--- src/core/dpr_consts.vh ---
// dpr_consts.vh: command codes, timing figures and derived cycle counts
// assumes a 10 MHz core clock; counts are rounded as each figure demands
`ifndef DPR_CONSTS_VH
`define DPR_CONSTS_VH

// command encodings {cs_n, ras_n, cas_n, we_n}
`define DPR_CMD_ACT      4'h3
`define DPR_CMD_RD       4'h5
`define DPR_CMD_WR       4'h4
`define DPR_CMD_PRE      4'h2
`define DPR_CMD_REF      4'h1

// address bit that carries auto-precharge / all-banks
`define DPR_AP_BIT       10

// clock period and analog minimums in ns
`define DPR_CLK_NS       100
`define DPR_TRAS_NS      45
`define DPR_TRTP_NS      8
`define DPR_TRP_NS       15
`define DPR_TRC_NS       60
`define DPR_TWR_NS       15
`define DPR_TRFC_NS      128

// least times round up to whole cycles, never below one
`define DPR_CEIL(ns)     ((((ns) + `DPR_CLK_NS - 1) / `DPR_CLK_NS) < 1 ? 1 : \
                          (((ns) + `DPR_CLK_NS - 1) / `DPR_CLK_NS))
`define DPR_TRAS_CYC     `DPR_CEIL(`DPR_TRAS_NS)
`define DPR_TRTP_CYC     `DPR_CEIL(`DPR_TRTP_NS)
`define DPR_TRP_CYC      `DPR_CEIL(`DPR_TRP_NS)
`define DPR_TRC_CYC      `DPR_CEIL(`DPR_TRC_NS)
`define DPR_TWR_CYC      `DPR_CEIL(`DPR_TWR_NS)
`define DPR_TRFC_CYC     `DPR_CEIL(`DPR_TRFC_NS)

// reset value of the refresh row counter
`define DPR_REF_ROW_RST  16'h0000

`endif

--- src/core/dpr_ctrl.v ---
// dpr_ctrl.v: bank closing and auto refresh engine of a ddr2 device core
// assumes command pins are sampled on i_clk after two-flop synchronisation;
// the controller keeps its own spacing, refresh with a bank not idle or inside tRFC and activate inside tRFC are flagged and the command dropped
//
// Behaviour
// - precharge decodes as cs, ras, we low and cas high
// - precharge with A10 high closes all banks, else selected bank only
// - read or write with A10 low leaves the bank open
// - read with A10 high engages auto-precharge
// - read auto-precharge starts AL plus BL/2 after command if timings met
// - auto-precharge deferred until tRAS and tRTP are satisfied
// - tRP counts from the actual internal precharge point
// - internal precharge never before two clocks after last 4-bit prefetch
// - write auto-precharge waits until last data is stored
// - write auto-precharge starts after burst end plus tWR
// - refresh decodes as cs, ras, cas low and we high
// - refresh addresses come from an internal counter
// - refresh leaves banks idle; next activate or refresh after tRFC
`timescale 1ns/100ps
`include "dpr_consts.vh"
module dpr_ctrl #(
  parameter NB = 8,
  parameter BW = 3,
  parameter RW = 16,
  parameter CW = 8
) (
  // clock and reset
  input  wire          i_clk,
  input  wire          i_arst_n,
  // command pins
  input  wire          i_cs_n,
  input  wire          i_ras_n,
  input  wire          i_cas_n,
  input  wire          i_we_n,
  input  wire [BW-1:0] i_ba,
  input  wire [15:0]   i_addr,
  // mode settings in clocks
  input  wire [3:0]    i_al,
  input  wire [3:0]    i_cl,
  input  wire          i_bl8,
  // bank and refresh state
  output reg  [NB-1:0] o_bank_open,
  output reg  [NB-1:0] o_ap_pending,
  output reg  [NB-1:0] o_pre_start,
  output reg           o_refreshing,
  output reg  [RW-1:0] o_ref_row,
  output reg           o_ref_pulse,
  // controller misuse flags, sticky until reset
  output reg           o_err_ref_busy,
  output reg           o_err_act_busy
);
  localparam [CW-1:0] RFC_C = `DPR_TRFC_CYC;
  localparam [CW-1:0] RTP_C = `DPR_TRTP_CYC;
  localparam [CW-1:0] WR_C  = `DPR_TWR_CYC;

  // refresh engine states
  localparam [1:0] ST_IDLE = 2'b01;
  localparam [1:0] ST_REF  = 2'b10;

  wire [BW+16+3:0] pins_s;
  wire             cs_n  = pins_s[BW+16+3];
  wire             ras_n = pins_s[BW+16+2];
  wire             cas_n = pins_s[BW+16+1];
  wire             we_n  = pins_s[BW+16];
  wire [15:0]      addr  = pins_s[15:0];
  wire [BW-1:0]    ba    = pins_s[BW+15:16];

  dpr_sync2 #(.W(BW+20)) u_sync (
    .i_clk    (i_clk),
    .i_arst_n (i_arst_n),
    .i_d      ({i_cs_n, i_ras_n, i_cas_n, i_we_n, i_ba, i_addr}),
    .o_q      (pins_s)
  );

  wire [3:0] cmd  = {cs_n, ras_n, cas_n, we_n};
  wire is_act     = (cmd == `DPR_CMD_ACT);
  wire is_rd      = (cmd == `DPR_CMD_RD);
  wire is_wr      = (cmd == `DPR_CMD_WR);
  wire is_pre     = (cmd == `DPR_CMD_PRE);
  wire is_ref     = (cmd == `DPR_CMD_REF);
  wire a10        = addr[`DPR_AP_BIT];

  // mode-derived delays
  wire [CW-1:0] half_bl  = i_bl8 ? 8'h04 : 8'h02;
  wire [CW-1:0] al_w     = {{(CW-4){1'b0}}, i_al};
  wire [CW-1:0] cl_w     = {{(CW-4){1'b0}}, i_cl};
  wire [CW-1:0] rd_ap    = al_w + half_bl - 8'h01;
  // last prefetch is AL (bl4) or AL+2 (bl8); floor at tRTP and two clocks
  wire [CW-1:0] pf_at    = al_w + (i_bl8 ? 8'h02 : 8'h00);
  wire [CW-1:0] rtp_min  = (RTP_C > 8'h02) ? RTP_C : 8'h02;
  wire [CW-1:0] rtp_fl   = pf_at + rtp_min - 8'h01;
  // WL = AL+CL-1, burst end plus tWR
  wire [CW-1:0] wr_ap    = al_w + cl_w - 8'h01 + half_bl + WR_C - 8'h01;

  reg  [1:0]    st;
  reg  [1:0]    next_st;
  reg  [CW-1:0] rfc_cnt;
  wire [NB-1:0] b_open;
  wire [NB-1:0] b_ap;
  wire [NB-1:0] b_pre;
  wire [NB-1:0] b_idle;
  wire          all_idle = &b_idle;
  wire          busy     = (st == ST_REF);

  genvar g;
  generate
    for (g = 0; g < NB; g = g + 1) begin : g_bank
      localparam [BW-1:0] BANK_ID = g;
      wire sel = (ba == BANK_ID);
      dpr_bank #(.CW(CW)) u_bank (
        .i_clk       (i_clk),
        .i_arst_n    (i_arst_n),
        .i_act       (is_act && sel && !busy),
        .i_pre       (is_pre && (a10 || sel)),
        .i_rd        (is_rd && sel),
        .i_wr        (is_wr && sel),
        .i_ap        (a10),
        .i_rd_ap_dly (rd_ap),
        .i_rtp_floor (rtp_fl),
        .i_wr_ap_dly (wr_ap),
        .o_open      (b_open[g]),
        .o_ap_pend   (b_ap[g]),
        .o_pre_start (b_pre[g]),
        .o_idle      (b_idle[g])
      );
    end
  endgenerate

  // refresh state machine
  always @* begin
    next_st = st;
    case (st)
      ST_IDLE: if (is_ref && all_idle) next_st = ST_REF;
      ST_REF:  if (rfc_cnt == 8'h01) next_st = ST_IDLE;
      default: next_st = ST_IDLE;
    endcase
  end

  always @(posedge i_clk or negedge i_arst_n) begin
    if (!i_arst_n) begin
      st             <= ST_IDLE;
      rfc_cnt        <= {CW{1'b0}};
      o_ref_row      <= `DPR_REF_ROW_RST;
      o_ref_pulse    <= 1'b0;
      o_refreshing   <= 1'b0;
      o_bank_open    <= {NB{1'b0}};
      o_ap_pending   <= {NB{1'b0}};
      o_pre_start    <= {NB{1'b0}};
      o_err_ref_busy <= 1'b0;
      o_err_act_busy <= 1'b0;
    end else begin
      st           <= next_st;
      o_ref_pulse  <= 1'b0;
      o_bank_open  <= b_open;
      o_ap_pending <= b_ap;
      o_pre_start  <= b_pre;
      o_refreshing <= (next_st == ST_REF);
      if (st == ST_IDLE && is_ref && all_idle) begin
        rfc_cnt     <= RFC_C;
        o_ref_row   <= o_ref_row + 1'b1;
        o_ref_pulse <= 1'b1;
      end else if (rfc_cnt != {CW{1'b0}}) begin
        rfc_cnt <= rfc_cnt - 1'b1;
      end
      // refresh with a bank not idle, or inside tRFC
      if (is_ref && (busy || !all_idle))
        o_err_ref_busy <= 1'b1;
      if (is_act && busy)
        o_err_act_busy <= 1'b1;
    end
  end
endmodule // dpr_ctrl

--- src/core/dpr_sync2.v ---
// dpr_sync2.v: two-flop synchroniser for a bus of pin inputs
// assumes the inputs arrive from outside the core clock domain
`timescale 1ns/100ps
module dpr_sync2 #(
  parameter W = 1
) (
  // clock and reset
  input  wire         i_clk,
  input  wire         i_arst_n,
  // data
  input  wire [W-1:0] i_d,
  output reg  [W-1:0] o_q
);
  reg [W-1:0] meta;

  always @(posedge i_clk or negedge i_arst_n) begin
    if (!i_arst_n) begin
      meta <= {W{1'b0}};
      o_q  <= {W{1'b0}};
    end else begin
      meta <= i_d;
      o_q  <= meta;
    end
  end
endmodule // dpr_sync2

--- src/core/dpr_bank.v ---
// dpr_bank.v: one bank's open/closed state and auto-precharge timing
// assumes decoded one-cycle strokes from the command decoder on the same clock
`timescale 1ns/100ps
`include "dpr_consts.vh"
module dpr_bank #(
  parameter CW = 8
) (
  // clock and reset
  input  wire          i_clk,
  input  wire          i_arst_n,
  // decoded strokes for this bank
  input  wire          i_act,
  input  wire          i_pre,
  input  wire          i_rd,
  input  wire          i_wr,
  input  wire          i_ap,
  // mode timing in cycles
  input  wire [CW-1:0] i_rd_ap_dly,
  input  wire [CW-1:0] i_rtp_floor,
  input  wire [CW-1:0] i_wr_ap_dly,
  // state
  output reg           o_open,
  output reg           o_ap_pend,
  output reg           o_pre_start,
  output wire          o_idle
);
  localparam [CW-1:0] RAS_C = `DPR_TRAS_CYC;
  localparam [CW-1:0] RP_C  = `DPR_TRP_CYC;

  reg [CW-1:0] ras_cnt;
  reg [CW-1:0] ap_cnt;
  reg [CW-1:0] rtp_cnt;
  reg [CW-1:0] rp_cnt;

  wire ras_ok   = (ras_cnt == {CW{1'b0}});
  wire ap_fire  = o_ap_pend && (ap_cnt == {CW{1'b0}}) && ras_ok
                  && (rtp_cnt == {CW{1'b0}});
  wire close_now = i_pre || ap_fire;

  assign o_idle = !o_open && (rp_cnt == {CW{1'b0}});

  always @(posedge i_clk or negedge i_arst_n) begin
    if (!i_arst_n) begin
      o_open      <= 1'b0;
      o_ap_pend   <= 1'b0;
      o_pre_start <= 1'b0;
      ras_cnt     <= {CW{1'b0}};
      ap_cnt      <= {CW{1'b0}};
      rtp_cnt     <= {CW{1'b0}};
      rp_cnt      <= {CW{1'b0}};
    end else begin
      o_pre_start <= close_now && o_open;
      if (ras_cnt != {CW{1'b0}}) ras_cnt <= ras_cnt - 1'b1;
      if (ap_cnt  != {CW{1'b0}}) ap_cnt  <= ap_cnt - 1'b1;
      if (rtp_cnt != {CW{1'b0}}) rtp_cnt <= rtp_cnt - 1'b1;
      if (rp_cnt  != {CW{1'b0}}) rp_cnt  <= rp_cnt - 1'b1;
      if (i_act) begin
        o_open  <= 1'b1;
        ras_cnt <= RAS_C - 1'b1;
      end else if (close_now && o_open) begin
        o_open    <= 1'b0;
        o_ap_pend <= 1'b0;
        rp_cnt    <= RP_C;
      end
      if (i_rd && i_ap) begin
        o_ap_pend <= 1'b1;
        ap_cnt    <= i_rd_ap_dly;
        rtp_cnt   <= i_rtp_floor;
      end else if (i_wr && i_ap) begin
        o_ap_pend <= 1'b1;
        ap_cnt    <= i_wr_ap_dly;
        rtp_cnt   <= {CW{1'b0}};
      end
    end
  end
endmodule // dpr_bank

--- config.mk ---
export PLATFORM = sky130hd
export DESIGN_NAME = dpr_ctrl
export DESIGN_NICKNAME = d
export VERILOG_FILES = /design/src/core/dpr_ctrl.v /design/src/core/dpr_sync2.v /design/src/core/dpr_bank.v
export VERILOG_INCLUDE_DIRS = /design/src /design/src/core
export SDC_FILE = /design/constraint.sdc
export NUM_CORES = 1
export LEC_CHECK = 0
export BUFFER_PORTS_ARGS = -buffer_cell sky130_fd_sc_hd__buf_4
export CAP_MARGIN = 20
export CORE_MARGIN = 2
export CORE_UTILIZATION = 47
export CTS_BUF_LIST = sky130_fd_sc_hd__clkbuf_4 sky130_fd_sc_hd__clkbuf_8 sky130_fd_sc_hd__clkbuf_16
export CTS_CLUSTER_SIZE = 24
export DETAILED_ROUTE_END_ITERATION = 12
export HOLD_SLACK_MARGIN = 0.1
export PLACE_DENSITY_LB_ADDON = 0.1
export SLEW_MARGIN = 20
export SYNTH_ARGS = -nofsm -noshare
export SYNTH_HDL_FRONTEND = slang
export SYNTH_SLANG_ARGS = --single-unit
export TNS_END_PERCENT = 20
--- constraint.sdc ---
create_clock -name i_clk -period 2.8 [get_ports i_clk]
set_input_delay 0.56 -clock i_clk [delete_from_list [all_inputs] [get_ports i_clk]]
set_output_delay 0.56 -clock i_clk [all_outputs]
set_load 0.01 [all_outputs]
### After elaboration in Yosys (flattened, before gate mapping)

Index checks and enable logic that the tools add are counted.

* flip-flop bits (word level): 380
* input bits: 34
* output and inout bits: 44
* logic and storage cells: 516

* $add $sub $neg: 44
* equal/unequal tests: 24
* multiplexer cells: 136
* reductions and logical operators: 244

Operator list (number)
* $mux W8: 90
* $sub A8 B1 Y8 const B: 34
* $reduce_bool A8 Y1: 33
* $logic_not A8 Y1: 32
* $logic_and A1 B1 Y1: 101
* $reduce_bool A3 Y1: 24
* $mux W1: 41
* $reduce_bool A2 Y1: 17
* $ne A3 B3 Y1 const B: 8
* $logic_or A1 B1 Y1: 17
* $add A16 B1 Y16 const B: 1
* $reduce_and A2 Y1: 8
* $eq A3 B3 Y1 const B: 4
* $sub A5 B1 Y6 const B: 2
* $logic_not A1 Y1: 10
* $add A7 B2 Y8 const B: 1
* $eq A4 B2 Y1 const B: 2
* $eq A4 B3 Y1 const B: 2
* $eq A8 B1 Y1 const B: 1
* $reduce_and A8 Y1: 1
* $add A6 B4 Y7: 1
* $sub A6 B1 Y7 const B: 1
* $add A5 B2 Y6 const B: 1
* $eq A3 B2 Y1 const B: 2
* other kinds (11): 14

### Longest topological paths before layout

* depth in word-level cells: 10
* mapped depth: 12
* gate-level depth less buffers: 12

### Hierarchy

From an unflattened synthesis, not the netlist that was laid out.

* cell total of the unflattened synthesis: 2083
* area total of the unflattened synthesis: 20276.9 um2

By module, submodules not included
* dpr_bank: instances 8, cells an instance 218, area an instance 2026.9 um2, sequential area each 875.8 um2
* dpr_ctrl: instances 1, cells an instance 293, area an instance 2910.3 um2, sequential area each 1352.5 um2
* dpr_sync2: instances 1, cells an instance 46, area an instance 1151.1 um2, sequential area each 1151.1 um2

### Least setup slack after synthesis

Ideal clock, no wire load.

* kind: input -> register
* start: input i_al[1]
* end: register g_bank[3].u_bank.ap_cnt[4]
* setup time: 0.066 ns
* data arrival time: 3.354 ns
* required time: 2.734 ns
* setup slack: -0.620 ns
* stages: 12
* buffers on the path: 0
* cells stage by stage: inv_1 ha_1 inv_1 ha_1 fa_1 ha_1 a21oi_1 nor4b_1 a211oi_1 a21oi_1 o31ai_1 a22o_1

* longest elaborated chain between the ends: 7
* elaborated cells on any way between the ends: 9
* those cells by class: add/sub: 7; mux: 2

Ends and longest elaborated chain
* start: declaration: RTL line dpr_ctrl.v:38 `input wire [3:0] i_al,`
* $add A4 B4 Y5: RTL line dpr_ctrl.v:93 `wire [CW-1:0] wr_ap = al_w + cl_w - 8'h01 + half_bl + WR_C - 8'h01;`
* $sub A5 B1 Y6: RTL line dpr_ctrl.v:93
* $add A6 B4 Y7: RTL line dpr_ctrl.v:93
* $add A7 B2 Y8: RTL line dpr_ctrl.v:93
* $sub A8 B1 Y8: RTL line dpr_ctrl.v:93
* $mux W8: RTL line dpr_bank.v:69 `end else if (i_wr && i_ap) begin`
* $mux W8 (*): RTL line dpr_bank.v:65 `if (i_rd && i_ap) begin`
* end signal: assignment: RTL line dpr_bank.v:54 `if (ap_cnt != {CW{1'b0}}) ap_cnt <= ap_cnt - 1'b1;`
* end signal: assignment: RTL line dpr_bank.v:67 `ap_cnt <= i_rd_ap_dly;`
* end signal: assignment: RTL line dpr_bank.v:71 `ap_cnt <= i_wr_ap_dly;`
* end: declaration: RTL line dpr_bank.v:31 `reg [CW-1:0] ap_cnt;`

Mark *: on every way between the ends. The rest lies on a longest branch, timed or not.
A chain may end at the register's enable or synchronous reset.

### Worst setup path in the final report

Ends and elaborated chain as after synthesis.

==> metrics.yaml <==
outcome:
  status: "complete, no violations"
floorplan:
  fp-row-count: 72
  ios: 78
  die-area_um2: 40370
  die-height_um: 200.9
  chipWidth_um: 200.9
  core_area_um2: 38470
  start_util: 0.4738
power:
  pwr-share-comb: 0.308
  power.density_nw_per_um2: 901.4
  power_frac_seq: 0.417
  p_int_w: 0.01294
  p_sw_frac: 0.3433
  leakagePower_nw: 10.11
  clkPwrFrac: 0.275
  peakVddDrop_mv: 0.5299
  p_sw_w: 0.006765
synth:
  async_flop_share: 1.000
  syn_avg_cell_area_um2: 9.492
  synthesis.nets: 2027
  synth_area_um2: 18220
  synth_area_leaders: "dfrtp_1, nor2_1, xnor2_1"
  synth_cells: 1920
  ys_warn_count: 0
  synth_top_cell_by_area: "dfrtp_1"
  synth-seq-cells: 350
  synthFlopType: "dfrtp_1"
  synth_edf_count: 0
  synth.distinct_cells: 87
  synth_top_area_share: 0.4792
  ys_seq_area_frac: 0.4806
worst_setup_path:
  cp_common_cell: "ha_4"
  r2r_end: "o_ref_row[1]"
  r2r_slack_ns: 0.15
  path_max_fanout: 7
  critPathArrivalTime_ns: 3.17
  worst_path_largest_cell_delay_ns: 0.57
  worst-setup-path-type: "primary input to flip-flop"
  path_delay_family: "adder cells"
  crit_chain: "buf_8, inv_12, ha_4, inv_2, ha_4, fa_2, ha_4, a21oi_4, o211ai_1, o311a_1, nor3_4, o31ai_4, a22o_1"
  cp_slowest_cell: "fa_2"
  end_kind: "flip-flop"
  timing.rr.start: "g_bank[3].u_bank.rp_cnt[4]"
  required_ns: 3.24
  path_buf_inv: 3
  crit_start: "i_al[1]"
  start_kind: "primary input"
  reg2regPathDepth: 5
layout:
  area_growth_pct: 19.95
  final_util: 0.5683
  layout_common_cells: "dfrtp_1, nor2_1, buf_4, nand2_1, a21oi_1"
  fin_nets: 2221
  num_antenna_cells: 0
  final_common_cell: "dfrtp_1"
  fin_area_um2: 21860
  drive_above_1_share: 0.1590
placement:
  placed_area_um2: 20350
  hpwl_mm: 33.26
  portBuffers: 62
  gp_congestion: 0.9183
  pre_cts_ws_ns: -0.5754
worst_hold_path:
  hold_depth: 0
  hp-start: "u_sync.meta[20]"
  hold_path_class: "flip-flop to flip-flop"
  hold_end: "u_sync.o_q[20]"
timing:
  fmax_mhz: 367.1
  fin_skew_ns: 0.02345
  hold_violations: 0
  final-setup-viol-count: 0
  rsz0062_at_grt: "false"
  worstMarginPinSlew_ns: 0.9338
  setup_tns_ns: 0
  worst_slew_margin_rel: 0.3775
  timing.final.crit_share: 0.9730
  setup_ws_ns: 0.07564
  drv_slew: 0
  finalCriticalPeriod_ns: 2.724
detailed_routing:
  viasPerCell: 5.507
  post-route-drc-count: 0
  first_pass_iters: 5
  detail-route-antenna-nets: 0
  vias: 14660
  drt-initial-drc-count: 876
  routedWlPerCell_um: 17.40
  routed_wirelength_mm: 46.32
grt:
  overflow: 0
  grt_pass1_wl_mm: 76.55
  grt_pass1_vias: 14690
  antenna_found_initial: 0
  grt_max_degree: 69
  grt_usage: 0.2356
clock_tree:
  cts_sinks: 350
  post_cts_buffers: 0
  clk_path_buf_depth: 3
  path_clk_slew_ns: 0.06
  cts_buffers: 40
  htreeDepth: 2
  cts_tree: "done"
  clock_latency_ns: 0.56
  clockRootBuffer: "clkbuf_16"
run:
  drv_cap: 0
[stage by stage]
stage / power [W] / std cells / hold WS [ns]
global placement: 0.01404 / 2581 / 0.3324
CTS: 0.01983 / 2662 / 0.3398
finish: 0.01971 / 2662 / 0.3426
detailed placement: 0.01428 / 2581 / 0.3347
global route: 0.02118 / 2662 / 0.3488
floorplan: 0.01251 / 1920 / 0.2644
[layout make-up]
cell class,count,area [um2]
fillers,3409,16610
multi-input cells,1404,9000
flip-flops and latches,350,8760
repair buffers,201,1622
clock buffers,59,1217
well taps,518,648.1
inverters,117,457.9
clock inverters,13,156.4
[layer usage]
layer  share of wire  global-route usage  vias to the layer above
met3           0.055             0.03994                       93
li1                -                   -                     7115
met1            0.45              0.3226                     7139
met2            0.45              0.3695                      313
met4           0.040              0.1040                        0
met5               0                   0                        -
[worst register-to-register path, delay by kind of cell, from the launching register on]
kind             cells  cell delay [ns]
flip-flops           1             0.41
multiplexers         1             0.36
AND/OR/NAND/NOR      4             1.77
[cells in the mapped netlist (11+ instances only)]
master,number
a211oi_1,25
a21oi_1,133
a22oi_1,22
and2_1,12
clkbuf_1,38
dfrtp_1,349
ha_1,69
inv_1,116
mux2i_1,19
nand2_1,150
nand2b_1,15
nand3_1,34
nand4_1,14
nor2_1,282
nor2b_1,23
nor3_1,96
nor3b_1,14
nor4_1,36
nor4b_1,19
o21ai_0,58
o22ai_1,23
o31ai_1,11
or3_1,23
or4_1,17
xnor2_1,106
xor2_1,54
[how the worst max path moves through the flow]
stage	end	slack [ns]	depth (start not counted)
3_5_place_dp	g_bank[3].u_bank.ap_cnt[4]	-0.58	13
4_1_cts	g_bank[3].u_bank.ap_cnt[4]	0.003	13
6_report	g_bank[3].u_bank.ap_cnt[4]	0.08	13
2_1_floorplan	g_bank[3].u_bank.ap_cnt[4]	-0.26	12
5_1_grt	g_bank[3].u_bank.ap_cnt[4]	0.0003	13
3_3_place_gp	g_bank[3].u_bank.ap_cnt[4]	-0.55	13
[state kept, by name, summed over array words and instances, names as in the netlist, 16 cells and up]
signal / count
g_bank.u_bank.ap_cnt: 64
g_bank.u_bank.ras_cnt: 64
o_ref_row: 16
g_bank.u_bank.rtp_cnt: 64
g_bank.u_bank.rp_cnt: 64
[power groups by stage]
stage                     Combinational, W  Clock [W]  Sequential, W
final                              0.00607    0.00543        0.00821
after detailed placement           0.00605          0        0.00823
after global routing               0.00696    0.00577        0.00844
after CTS                          0.00609    0.00556        0.00818
after floorplan                    0.00464          0        0.00787
after global placement             0.00584          0        0.00820
[logic make-up (layout without fill, tap and decap cells)]
kind of cell | Yosys count | count (layout) | synth area share
buffers and inverters | 166 | 390 | 0.03515
AO/OA/AOI/OAI | 346 | 346 | 0.1182
multiplexers | 22 | 22 | 0.01229
adder cells (fa/ha/maj) | 73 | 73 | 0.05176
XOR/XNOR | 160 | 160 | 0.07689
AND/OR/NAND/NOR | 803 | 803 | 0.2251
flip-flops | 350 | 350 | 0.4806
[timing repair]
| item | CTS | global route |
|---|---|---|
| endpoints found under the setup margin | 0 | 26 |
| gates resized for setup | 0 | 9 |
| hold buffers | 9 | 0 |
| hold endpoints to repair | 67 | 0 |
Power figures use the tool's default switching activity.
